[src/hw/uart_pkg.sv]
package uart_pkg;

   // ----------------
   // register byte addresses
   // ----------------
   localparam logic [11:0] ADDR_DATA = 12'h000;
   localparam logic [11:0] ADDR_LINE_CONFIG = 12'h004;
   localparam logic [11:0] ADDR_MODEM_CONTROL = 12'h008;
   localparam logic [11:0] ADDR_LINE_STATUS = 12'h00c;
   localparam logic [11:0] ADDR_MODEM_INPUT_STATUS = 12'h010;

   // ----------------
   // modem control fields
   // ----------------
   localparam int MC_DTR = 0;
   localparam int MC_RTS = 1;
   localparam int MC_RX_ENABLE = 2;
   localparam int MC_MODE_LO = 3;
   localparam int MC_MODEM_IRQ_ENABLE = 5;
   localparam int MC_IRQ_MASTER_ENABLE = 6;
   localparam logic [7:0] MC_WRITE_MASK = 8'h7f;
   localparam logic [7:0] MC_RESET = 8'h00;

   // ----------------
   // line config fields
   // ----------------
   localparam int LC_LEN_LO = 0;
   localparam int LC_TWO_STOP = 2;
   localparam int LC_RX_PAR_EN = 3;
   localparam int LC_RX_PAR_ODD = 4;
   localparam int LC_TX_PAR_EN = 5;
   localparam int LC_TX_PAR_ODD = 6;
   localparam logic [6:0] LC_RESET = 7'h03;

   // ----------------
   // line status fields
   // ----------------
   localparam int LS_PARITY_ERROR = 0;
   localparam int LS_FRAMING_ERROR = 1;
   localparam int LS_OVERRUN = 2;
   localparam int LS_BREAK_RECEIVED = 3;
   localparam int LS_MODEM_CHANGE = 4;
   localparam int LS_TX_COMPLETE = 5;
   localparam int LS_TX_HOLDING_EMPTY = 6;
   localparam int LS_RX_DATA_READY = 7;
   localparam logic [7:0] LS_RESET = 8'h60;
   localparam logic [7:0] LS_IRQ_BITS = 8'h2f;

   // ----------------
   // modem input status fields
   // ----------------
   localparam int MS_CTS = 0;
   localparam int MS_DSR = 1;

   // ----------------
   // bit timing on the 16x baud tick
   // ----------------
   localparam logic [3:0] TICKS_HALF_BIT = 4'h7;
   localparam logic [3:0] TICKS_BIT_END = 4'hf;
   localparam logic [2:0] MIN_DATA_BITS_LAST = 3'h4;

   typedef enum logic [1:0] {
      MODE_NORMAL = 2'b00,
      MODE_BREAK = 2'b01,
      MODE_ECHO = 2'b10,
      MODE_LOOP = 2'b11
   } mode_type;

   typedef enum logic [2:0] {
      RX_IDLE = 3'b000,
      RX_START = 3'b001,
      RX_DATA = 3'b010,
      RX_PARITY = 3'b011,
      RX_STOP = 3'b100
   } rx_state_type;

   typedef enum logic [2:0] {
      TX_IDLE = 3'b000,
      TX_START = 3'b001,
      TX_DATA = 3'b010,
      TX_PARITY = 3'b011,
      TX_STOP = 3'b100
   } tx_state_type;

endpackage

[src/hw/pin_sync.sv]
`timescale 1ns/1ps
`default_nettype none
module pin_sync
   import uart_pkg::*;
(
   input wire logic clk,
   input wire logic arst_n,
   input wire logic clk_en,
   input wire logic pin,
   output logic level
);

   // ------------------------------------------------------------
   // three stage synchroniser with agreement filter
   // ------------------------------------------------------------
   typedef struct packed {
      logic s1;
      logic s2;
      logic s3;
      logic out;
   } sync_state_type;

   sync_state_type sync_reg;
   sync_state_type sync_next;

   // output follows once stages two and three agree
   always_comb begin
      sync_next = sync_reg;
      sync_next.s1 = pin;
      sync_next.s2 = sync_reg.s1;
      sync_next.s3 = sync_reg.s2;
      if (sync_reg.s2 == sync_reg.s3) begin
         sync_next.out = sync_reg.s3;
      end
   end

   // lines idle high, so reset to one
   always_ff @(posedge clk or negedge arst_n) begin
      if (!arst_n) begin
         sync_reg <= 4'hf;
      end else if (clk_en) begin
         sync_reg <= sync_next;
      end
   end

   assign level = sync_reg.out;

endmodule // pin_sync
`default_nettype wire

[src/hw/uart_modem_status_interrupt.sv]
// How it works
// - modem control read/write; one drives handshake low
// - master enable low holds interrupt low
// - four modes; break sends all-zero characters
// - echo copies input raw; holding transmit off
// - loop feeds transmitter into receiver, pin idle
// - receiver enable low blocks serial input
// - error flags set at stop; overrun on full
// - framing, parity and break detection per character
// - modem change flag; interrupt needs both enables
// - transmit complete flag raises interrupt if enabled
// - holding empty and ready on own pins
// - modem inputs read inverted, mask independent
// - clear to send gates new character start only
// - five to eight bits, lsb first, zero fill
// - bit clock from start; load and ready
// - holding keeps char; shared format; bit0 first
// - transmit parity independent of receive parity
// - modem change detector cleared by status read
// - status detector rising edge; read clears bits
// - reset sets transmit complete and pending edge
// - events during status read resolve at end
// - previous character kept; overrun on next
// - ready cleared by data read and reset
// - bit timing from sixteen times baud clock
`timescale 1ns/1ps
`default_nettype none
module uart_modem_status_interrupt
   import uart_pkg::*;
(
   input wire logic CLK_SYS,
   input wire logic ARST_N,
   input wire logic CLK_EN,
   input wire logic PSEL,
   input wire logic PENABLE,
   input wire logic PWRITE,
   input wire logic [11:0] PADDR,
   input wire logic [31:0] PWDATA,
   output logic [31:0] PRDATA,
   output logic PREADY,
   output logic PSLVERR,
   input wire logic BAUD16_CLK,
   input wire logic SERIAL_IN,
   output logic SERIAL_OUT,
   input wire logic CTS_N,
   input wire logic DSR_N,
   output logic RTS_N,
   output logic DTR_N,
   output logic IRQ_OUT,
   output logic TX_HOLDING_EMPTY,
   output logic RX_DATA_READY
);

   // ------------------------------------------------------------
   // state
   // ------------------------------------------------------------
   typedef struct packed {
      logic [7:0] mc;
      logic [6:0] lc;
      logic [7:0] rx_hold;
      logic rx_full;
      logic [7:0] tx_hold;
      logic tx_full;
      logic [7:0] stat;
      logic usr_det, msr_det;
      logic [7:0] pend;
      logic pend_ms, baud_prev, cts_prev, dsr_prev, idle_prev;
      rx_state_type rx_st;
      logic [3:0] rx_cnt;
      logic [2:0] rx_idx;
      logic rx_stop2;
      logic [7:0] rx_sh;
      logic rx_par, rx_fe, rx_zero;
      tx_state_type tx_st;
      logic [3:0] tx_cnt;
      logic [2:0] tx_idx;
      logic tx_stop2;
      logic [7:0] tx_sh;
      logic tx_par, tx_line, tx_brk;
   } state_type;

   state_type state_reg;
   state_type state_next;

   logic serial_in_s, cts_n_s, dsr_n_s, baud_s, tick, modem_ev, rx_line, two_stop;
   logic [7:0] ev, rd_byte;
   logic [2:0] last_idx;
   mode_type mode;
   logic bus_setup, bus_done, rd_setup, rd_done, wr_done, addr_ok, tx_idle_now;

   // ------------------------------------------------------------
   // pin synchronisers
   // ------------------------------------------------------------
   pin_sync u_sync_rx (.clk(CLK_SYS), .arst_n(ARST_N), .clk_en(CLK_EN), .pin(SERIAL_IN), .level(serial_in_s));
   pin_sync u_sync_cts (.clk(CLK_SYS), .arst_n(ARST_N), .clk_en(CLK_EN), .pin(CTS_N), .level(cts_n_s));
   pin_sync u_sync_dsr (.clk(CLK_SYS), .arst_n(ARST_N), .clk_en(CLK_EN), .pin(DSR_N), .level(dsr_n_s));
   pin_sync u_sync_baud (.clk(CLK_SYS), .arst_n(ARST_N), .clk_en(CLK_EN), .pin(BAUD16_CLK), .level(baud_s));

   // ------------------------------------------------------------
   // bus decode and read mux
   // ------------------------------------------------------------
   assign mode = mode_type'(state_reg.mc[MC_MODE_LO +: 2]);
   assign tick = baud_s & ~state_reg.baud_prev;
   assign last_idx = MIN_DATA_BITS_LAST + {1'b0, state_reg.lc[LC_LEN_LO +: 2]};
   assign two_stop = state_reg.lc[LC_TWO_STOP];
   assign bus_setup = PSEL & ~PENABLE;
   assign bus_done = PSEL & PENABLE & CLK_EN;
   assign rd_setup = bus_setup & ~PWRITE;
   assign rd_done = bus_done & ~PWRITE;
   assign wr_done = bus_done & PWRITE;
   assign addr_ok = (PADDR == ADDR_DATA) || (PADDR == ADDR_LINE_CONFIG) || (PADDR == ADDR_MODEM_CONTROL)
      || (PADDR == ADDR_LINE_STATUS) || (PADDR == ADDR_MODEM_INPUT_STATUS);

   // register read data, unmapped reads zero
   always_comb begin
      rd_byte = 8'h00;
      unique case (PADDR)
         ADDR_DATA: rd_byte = state_reg.rx_hold;
         ADDR_LINE_CONFIG: rd_byte = {1'b0, state_reg.lc};
         ADDR_MODEM_CONTROL: rd_byte = state_reg.mc;
         ADDR_LINE_STATUS: rd_byte = state_reg.stat;
         ADDR_MODEM_INPUT_STATUS: rd_byte = {6'h00, ~dsr_n_s, ~cts_n_s};
         default: rd_byte = 8'h00;
      endcase
   end

   assign PRDATA = {24'h000000, rd_byte};
   assign PREADY = CLK_EN;
   assign PSLVERR = PSEL & PENABLE & ~addr_ok;

   // receiver source: loop takes transmitter, disable forces idle
   assign rx_line = ~state_reg.mc[MC_RX_ENABLE] ? 1'b1
      : (mode == MODE_LOOP) ? state_reg.tx_line : serial_in_s;

   assign modem_ev = (cts_n_s != state_reg.cts_prev) | (dsr_n_s != state_reg.dsr_prev);
   assign tx_idle_now = ~state_reg.tx_full & (state_reg.tx_st == TX_IDLE);

   // ------------------------------------------------------------
   // next state
   // ------------------------------------------------------------
   always_comb begin
      state_next = state_reg;
      ev = 8'h00;
      state_next.baud_prev = baud_s;
      state_next.cts_prev = cts_n_s;
      state_next.dsr_prev = dsr_n_s;
      state_next.idle_prev = tx_idle_now;

      // register writes
      if (wr_done) begin
         unique case (PADDR)
            ADDR_DATA: begin
               state_next.tx_hold = PWDATA[7:0];
               state_next.tx_full = 1'b1;
            end
            ADDR_LINE_CONFIG: state_next.lc = PWDATA[6:0];
            ADDR_MODEM_CONTROL: state_next.mc = PWDATA[7:0] & MC_WRITE_MASK;
            default: ;
         endcase
      end
      // data read frees the holding register
      if (rd_done && PADDR == ADDR_DATA) begin
         state_next.rx_full = 1'b0;
      end

      // receiver
      unique case (state_reg.rx_st)
         RX_IDLE: begin
            if (!rx_line) begin
               state_next.rx_st = RX_START;
               state_next.rx_cnt = 4'h0;
            end
         end
         RX_START: begin
            if (tick) begin
               state_next.rx_cnt = state_reg.rx_cnt + 4'h1;
               if (state_reg.rx_cnt == TICKS_HALF_BIT) begin
                  if (!rx_line) begin
                     state_next.rx_st = RX_DATA;
                     state_next.rx_cnt = 4'h0;
                     state_next.rx_idx = 3'h0;
                     state_next.rx_sh = 8'h00;
                     state_next.rx_par = 1'b0;
                     state_next.rx_zero = 1'b1;
                     state_next.rx_fe = 1'b0;
                     state_next.rx_stop2 = 1'b0;
                  end else begin
                     state_next.rx_st = RX_IDLE;
                  end
               end
            end
         end
         RX_DATA, RX_PARITY, RX_STOP: begin
            if (tick) begin
               state_next.rx_cnt = state_reg.rx_cnt + 4'h1;
               if (state_reg.rx_cnt == TICKS_BIT_END) begin
                  state_next.rx_zero = state_reg.rx_zero & ~rx_line;
                  if (state_reg.rx_st == RX_DATA) begin
                     state_next.rx_sh[state_reg.rx_idx] = rx_line;
                     state_next.rx_par = state_reg.rx_par ^ rx_line;
                     state_next.rx_idx = state_reg.rx_idx + 3'h1;
                     if (state_reg.rx_idx == last_idx) begin
                        state_next.rx_st = state_reg.lc[LC_RX_PAR_EN] ? RX_PARITY : RX_STOP;
                     end
                  end else if (state_reg.rx_st == RX_PARITY) begin
                     state_next.rx_par = state_reg.rx_par ^ rx_line;
                     state_next.rx_st = RX_STOP;
                  end else begin
                     state_next.rx_fe = state_reg.rx_fe | ~rx_line;
                     if (two_stop && !state_reg.rx_stop2) begin
                        state_next.rx_stop2 = 1'b1;
                     end else begin
                        // character complete: flags set during its stop bits
                        state_next.rx_st = RX_IDLE;
                        ev[LS_FRAMING_ERROR] = state_reg.rx_fe | ~rx_line;
                        ev[LS_PARITY_ERROR] = state_reg.lc[LC_RX_PAR_EN]
                           & (state_reg.rx_par ^ state_reg.lc[LC_RX_PAR_ODD]);
                        ev[LS_BREAK_RECEIVED] = state_reg.rx_zero & ~rx_line;
                        if (state_reg.rx_full && !(rd_done && PADDR == ADDR_DATA)) begin
                           ev[LS_OVERRUN] = 1'b1;
                        end else begin
                           state_next.rx_hold = state_reg.rx_sh;
                           state_next.rx_full = 1'b1;
                           ev[LS_RX_DATA_READY] = 1'b1;
                        end
                     end
                  end
               end
            end
         end
         default: state_next.rx_st = RX_IDLE;
      endcase

      // transmitter
      unique case (state_reg.tx_st)
         TX_IDLE: begin
            state_next.tx_line = 1'b1;
            if (state_reg.tx_full && !cts_n_s && mode != MODE_ECHO) begin
               state_next.tx_brk = (mode == MODE_BREAK);
               state_next.tx_sh = (mode == MODE_BREAK) ? 8'h00 : state_reg.tx_hold;
               state_next.tx_full = wr_done && PADDR == ADDR_DATA;
               state_next.tx_st = TX_START;
               state_next.tx_cnt = 4'h0;
               state_next.tx_idx = 3'h0;
               state_next.tx_par = 1'b0;
               state_next.tx_stop2 = 1'b0;
               state_next.tx_line = 1'b0;
            end
         end
         TX_START, TX_DATA, TX_PARITY, TX_STOP: begin
            if (tick) begin
               state_next.tx_cnt = state_reg.tx_cnt + 4'h1;
               if (state_reg.tx_cnt == TICKS_BIT_END) begin
                  unique case (state_reg.tx_st)
                     TX_START: begin
                        state_next.tx_st = TX_DATA;
                        state_next.tx_line = state_reg.tx_sh[0];
                     end
                     TX_DATA: begin
                        state_next.tx_par = state_reg.tx_par ^ state_reg.tx_line;
                        state_next.tx_sh = {1'b0, state_reg.tx_sh[7:1]};
                        state_next.tx_idx = state_reg.tx_idx + 3'h1;
                        state_next.tx_line = state_reg.tx_sh[1];
                        if (state_reg.tx_idx == last_idx) begin
                           if (state_reg.lc[LC_TX_PAR_EN]) begin
                              state_next.tx_st = TX_PARITY;
                              state_next.tx_line = ~state_reg.tx_brk
                                 & (state_reg.tx_par ^ state_reg.tx_line ^ state_reg.lc[LC_TX_PAR_ODD]);
                           end else begin
                              state_next.tx_st = TX_STOP;
                              state_next.tx_line = ~state_reg.tx_brk;
                           end
                        end
                     end
                     TX_PARITY: begin
                        state_next.tx_st = TX_STOP;
                        state_next.tx_line = ~state_reg.tx_brk;
                     end
                     TX_STOP: begin
                        if (two_stop && !state_reg.tx_stop2) begin
                           state_next.tx_stop2 = 1'b1;
                        end else begin
                           state_next.tx_st = TX_IDLE;
                           state_next.tx_line = 1'b1;
                        end
                     end
                     default: ;
                  endcase
               end
            end
         end
         default: state_next.tx_st = TX_IDLE;
      endcase

      // status events from levels
      ev[LS_MODEM_CHANGE] = modem_ev;
      ev[LS_TX_COMPLETE] = tx_idle_now & ~state_reg.idle_prev;
      ev[LS_TX_HOLDING_EMPTY] = ~state_reg.tx_full & state_next.tx_full == 1'b0 & state_reg.idle_prev
         ? 1'b0 : (state_reg.tx_full & ~state_next.tx_full);

      // line status: read clears, events during read resolve at its end
      if (rd_done && PADDR == ADDR_LINE_STATUS) begin
         state_next.stat = (state_reg.pend | ev) & ~state_reg.stat;
         state_next.usr_det = |((state_reg.pend | ev) & ~state_reg.stat & LS_IRQ_BITS);
         state_next.pend = 8'h00;
      end else if (rd_setup && PADDR == ADDR_LINE_STATUS) begin
         state_next.pend = ev;
      end else begin
         state_next.stat = state_reg.stat | ev;
         if (|(ev & ~state_reg.stat & LS_IRQ_BITS)) begin
            state_next.usr_det = 1'b1;
         end
      end

      // modem detector: read clears, same trailing-edge resolution
      if (rd_done && PADDR == ADDR_MODEM_INPUT_STATUS) begin
         state_next.msr_det = (state_reg.pend_ms | modem_ev) & ~state_reg.msr_det;
         state_next.pend_ms = 1'b0;
      end else if (rd_setup && PADDR == ADDR_MODEM_INPUT_STATUS) begin
         state_next.pend_ms = modem_ev;
      end else if (modem_ev) begin
         state_next.msr_det = 1'b1;
      end
   end

   // ------------------------------------------------------------
   // state register
   // ------------------------------------------------------------
   always_ff @(posedge CLK_SYS or negedge ARST_N) begin
      if (!ARST_N) begin
         state_reg <= '0;
         state_reg.mc <= MC_RESET;
         state_reg.lc <= LC_RESET;
         state_reg.stat <= LS_RESET;
         state_reg.usr_det <= 1'b1;
         state_reg.idle_prev <= 1'b1;
         state_reg.baud_prev <= 1'b1;
         state_reg.cts_prev <= 1'b1;
         state_reg.dsr_prev <= 1'b1;
         state_reg.tx_line <= 1'b1;
         state_reg.rx_st <= RX_IDLE;
         state_reg.tx_st <= TX_IDLE;
      end else if (CLK_EN) begin
         state_reg <= state_next;
      end
   end

   // ------------------------------------------------------------
   // pins
   // ------------------------------------------------------------
   // echo is a raw copy, loop keeps the pin at mark
   assign SERIAL_OUT = (mode == MODE_ECHO) ? SERIAL_IN
      : (mode == MODE_LOOP) ? 1'b1 : state_reg.tx_line;
   assign RTS_N = ~state_reg.mc[MC_RTS];
   assign DTR_N = ~state_reg.mc[MC_DTR];
   assign IRQ_OUT = state_reg.mc[MC_IRQ_MASTER_ENABLE]
      & (state_reg.usr_det | (state_reg.mc[MC_MODEM_IRQ_ENABLE] & state_reg.msr_det));
   assign TX_HOLDING_EMPTY = ~state_reg.tx_full;
   assign RX_DATA_READY = state_reg.rx_full;

endmodule // uart_modem_status_interrupt
`default_nettype wire

[config.mk]
export PLATFORM = sky130hd
export DESIGN_NAME = uart_modem_status_interrupt
export DESIGN_NICKNAME = d
export VERILOG_FILES = /design/src/hw/uart_pkg.sv /design/src/hw/pin_sync.sv /design/src/hw/uart_modem_status_interrupt.sv
export SDC_FILE = /design/constraint.sdc
export NUM_CORES = 1
export LEC_CHECK = 0
export BUFFER_PORTS_ARGS = -buffer_cell sky130_fd_sc_hd__buf_2
export CORE_MARGIN = 4
export CORE_UTILIZATION = 55
export CTS_BUF_LIST = sky130_fd_sc_hd__clkbuf_2
export DETAILED_ROUTE_END_ITERATION = 6
export GPL_ROUTABILITY_DRIVEN = 0
export PLACE_DENSITY = 0.77
export SYNTH_ARGS = -nofsm -noshare
export SYNTH_HDL_FRONTEND = slang
export SYNTH_SLANG_ARGS = --single-unit
[constraint.sdc]
create_clock -name CLK_SYS -period 3.1 [get_ports CLK_SYS]
set_input_delay 0.93 -clock CLK_SYS [delete_from_list [all_inputs] [get_ports CLK_SYS]]
set_output_delay 0.93 -clock CLK_SYS [all_outputs]
set_load 0.1 [all_outputs]
==> results.json <==
{
  "diodes": 0,
  "drtIter0Drc": 401,
  "synth.distinct_cells": 71,
  "required_ns": 2.17,
  "clkPwrFrac_pct": 26.4,
  "cts.clk_slew.worst_paths_ns": 0.19,
  "rsz0062_at_grt": "yes",
  "drv_slew": 0,
  "ys.warnings.count": 0,
  "ios": 94,
  "p_switching_mw": 1.429,
  "clkSinkCount": 115,
  "p_seq_share_pct": 49.1,
  "grt_pass1_vias": 5066,
  "fill_cells": 867,
  "cts_root_buf": "clkbuf_2",
  "io_buffers": 45,
  "r2r_cells": 6,
  "wl_per_cell_um": 17.52,
  "stdcell_area_um2": 7213,
  "detail_route.first_pass.iterations": 5,
  "h-tree-depth": 4,
  "drc": 0,
  "synth_cells": 631,
  "final_util_pct": 65.96,
  "dpl_cell_area_um2": 6882,
  "start_util_pct": 56.65,
  "vias": 5177,
  "max_slew.worst_pin.slew_ns": 0.7633,
  "syn_area_um2": 6195,
  "violations": "negative setup slack",
  "fmax_mhz": 321.9,
  "die_y_um": 114.1,
  "hold_class": "input pin to async pin",
  "timing.final.crit_share_pct": 100.2,
  "finalPower_mw": 3.844,
  "largest_reg_flops": 96,
  "chipWidth_um": 114.1,
  "setup_viol": 2,
  "cts_made_buffers": 17,
  "slew-limit-headroom_pct": 48.64,
  "crit_fanout": 4,
  "dp_hpwl_um": 11000,
  "status": "finished, violations left",
  "p_comb_share_pct": 24.5,
  "worst_ep_arrival_time_ns": 2.18,
  "drive_above_1_share_pct": 29.69,
  "tns_ns": -0.01036,
  "clockBufferDepth": 2,
  "post-place-ws_ns": -0.1168,
  "grt_max_degree": 48,
  "post-route-min-period_ns": 3.106,
  "multi_input_area_um2": 3114,
  "critPathCaptureType": "output port",
  "power.leakage_nw": 3.176,
  "postSynth.asyncResetShare_pct": 100.0,
  "p_per_area_nw_per_um2": 532.9,
  "p_int_mw": 2.415,
  "synth_ff_type": "dfrtp_1",
  "antenna_found_initial": 0,
  "ys_ff_latch": 115,
  "cts_tree": "done",
  "synth_edf_count": 0,
  "fin_nets": 759,
  "ff_latch_area_um2": 2912,
  "cts_hold_buf": 0,
  "viasPerCell": 6.062,
  "areaGrowthSynthToFinish_pct": 16.44,
  "grt_usage_pct": 24.20,
  "dieArea_um2": 13020,
  "core_area_um2": 10940,
  "cp-start-kind": "input pin",
  "cap_violations": 0,
  "routed_wl_um": 14960,
  "p_sw_share_pct": 37.18,
  "grt_overflow": 0,
  "hold_viol": 0,
  "fin_ws_ns": -0.006433,
  "ys_seq_area_share_pct": 46.98,
  "vdd_drop_max_uv": 522.1,
  "synth.avg_cell_area_um2": 9.817,
  "clock_latency_ns": 0.70,
  "crit_type": "input pin to output port",
  "std_cell_rows": 38,
  "clock_skew_ns": 0.05629,
  "ant_nets": 0,
  "grt_pass1_wl_um": 24960
}
-- metal layers --
| metal | up-vias | part of all wire, % | global-route usage [%] |
|---|---|---|---|
| met1 | 2528 | 42 | 32.42 |
| met2 | 222 | 47 | 37.47 |
| li1 | 2388 | - | - |
| met3 | 39 | 7.6 | 6.712 |
| met5 | - | 0 | 0 |
| met4 | 0 | 2.6 | 9.580 |
-- cell families after synthesis --
group           Yosys count  synth area share (%)
flops                   115                 46.98
mux                      52                 9.311
fa+ha+maj                 4                0.8079
compound gates          170                 18.18
xor+xnor                 11                 1.555
simple gates            202                 16.78
other cells               1               0.06054
buf+inv                  76                 6.322
-- timing repair --
item,in CTS,in global routing
buffers inserted,2,2
endpoints found under the setup margin,7,8
gates resized for setup,9,8
pin swaps,4,6
gates cloned,0,0
-- placed cells by master (no fill, tap or decap), types with 4 or more instances in the layout --
cell type,count
buf_4,30
dfstp_2,26
conb_1,24
mux2i_1,7
ha_1,4
o21ai_0,57
nor2_1,35
or3_1,4
dfrtp_1,88
a211oi_1,5
a22oi_1,18
nor2b_1,7
a22o_1,4
mux2_2,45
nand2_1,74
buf_6,7
clkbuf_2,18
o31ai_1,9
inv_1,24
a31oi_1,4
buf_12,11
o21ai_4,5
buf_2,32
nor3_1,13
a21oi_1,24
nand4_1,6
inv_4,5
nand3b_1,4
xnor2_1,8
nand2b_1,8
nand3_1,13
-- synthesized netlist by cell type, drive strengths merged, types with 6 or more instances --
master   n  area [um2]
dfrtp   89        2227
nand2   74       277.8
o21ai   64       320.3
mux2    45       506.7
nor2    39       148.9
buf     31       222.7
a21oi   26       130.1
dfstp   26       683.2
inv     24       90.09
clkbuf  21       78.83
a22oi   18       135.1
nand3   14       70.07
nor3    14       75.07
nand2b   9       56.30
o31ai    9       67.56
nor2b    8       50.05
xnor2    8       70.07
mux2i    7       70.07
nand4    6       37.54
-- critical path, cell delays in order --
cell and delay, ns:
buf_6 0.09, nor4_4 0.33, and3_4 0.26, nand2b_4 0.06
buf_6 0.13, o21ai_4 0.16, buf_12 0.19
-- power by group through the flow --
| stage | clock, mW | combinational [mW] | sequential (mW) |
|---|---|---|---|
| final | 1.01 | 0.943 | 1.89 |
| after global routing | 1.10 | 1.05 | 1.91 |
| after CTS | 1.03 | 0.940 | 1.88 |
| after detailed placement | 0 | 0.929 | 1.91 |
| after global placement | 0 | 0.895 | 1.90 |
| after floorplan | 0 | 0.764 | 1.83 |
-- path summary, 6_finish.rpt --
check / startpoint / end / slack (ns)
setup / recovery: PADDR[5] / PRDATA[5] / -0.006
hold / removal: ARST_N / state_reg[39] / 0.21
setup reg to reg: state_reg[42] / state_reg[29] / 0.53
hold reg to reg: state_reg[67] / state_reg[44] / 0.49
max in group asynchronous: ARST_N / u_sync_dsr.sync_next[2] / 2.10
min in group CLK_SYS: CTS_N / u_sync_cts.sync_next[2] / 0.44
-- per-stage QoR --
stage                     hold WS (ns)  cells
after floorplan                 0.4311    654
after global placement          0.4595    818
after detailed placement        0.4713    818
after CTS                       0.1879    852
after global routing            0.2040    854
final                           0.2087    854
-- layout make-up --
type                    count  area share, %
well taps                 140          2.428
flip-flops and latches    115          40.36
clock buffers              18          1.249
multi-input cells         463          43.17
clock inverters            14          2.047
repair buffers             80          9.488
inverters                  24          1.249
Power figures use the tool's default switching activity.
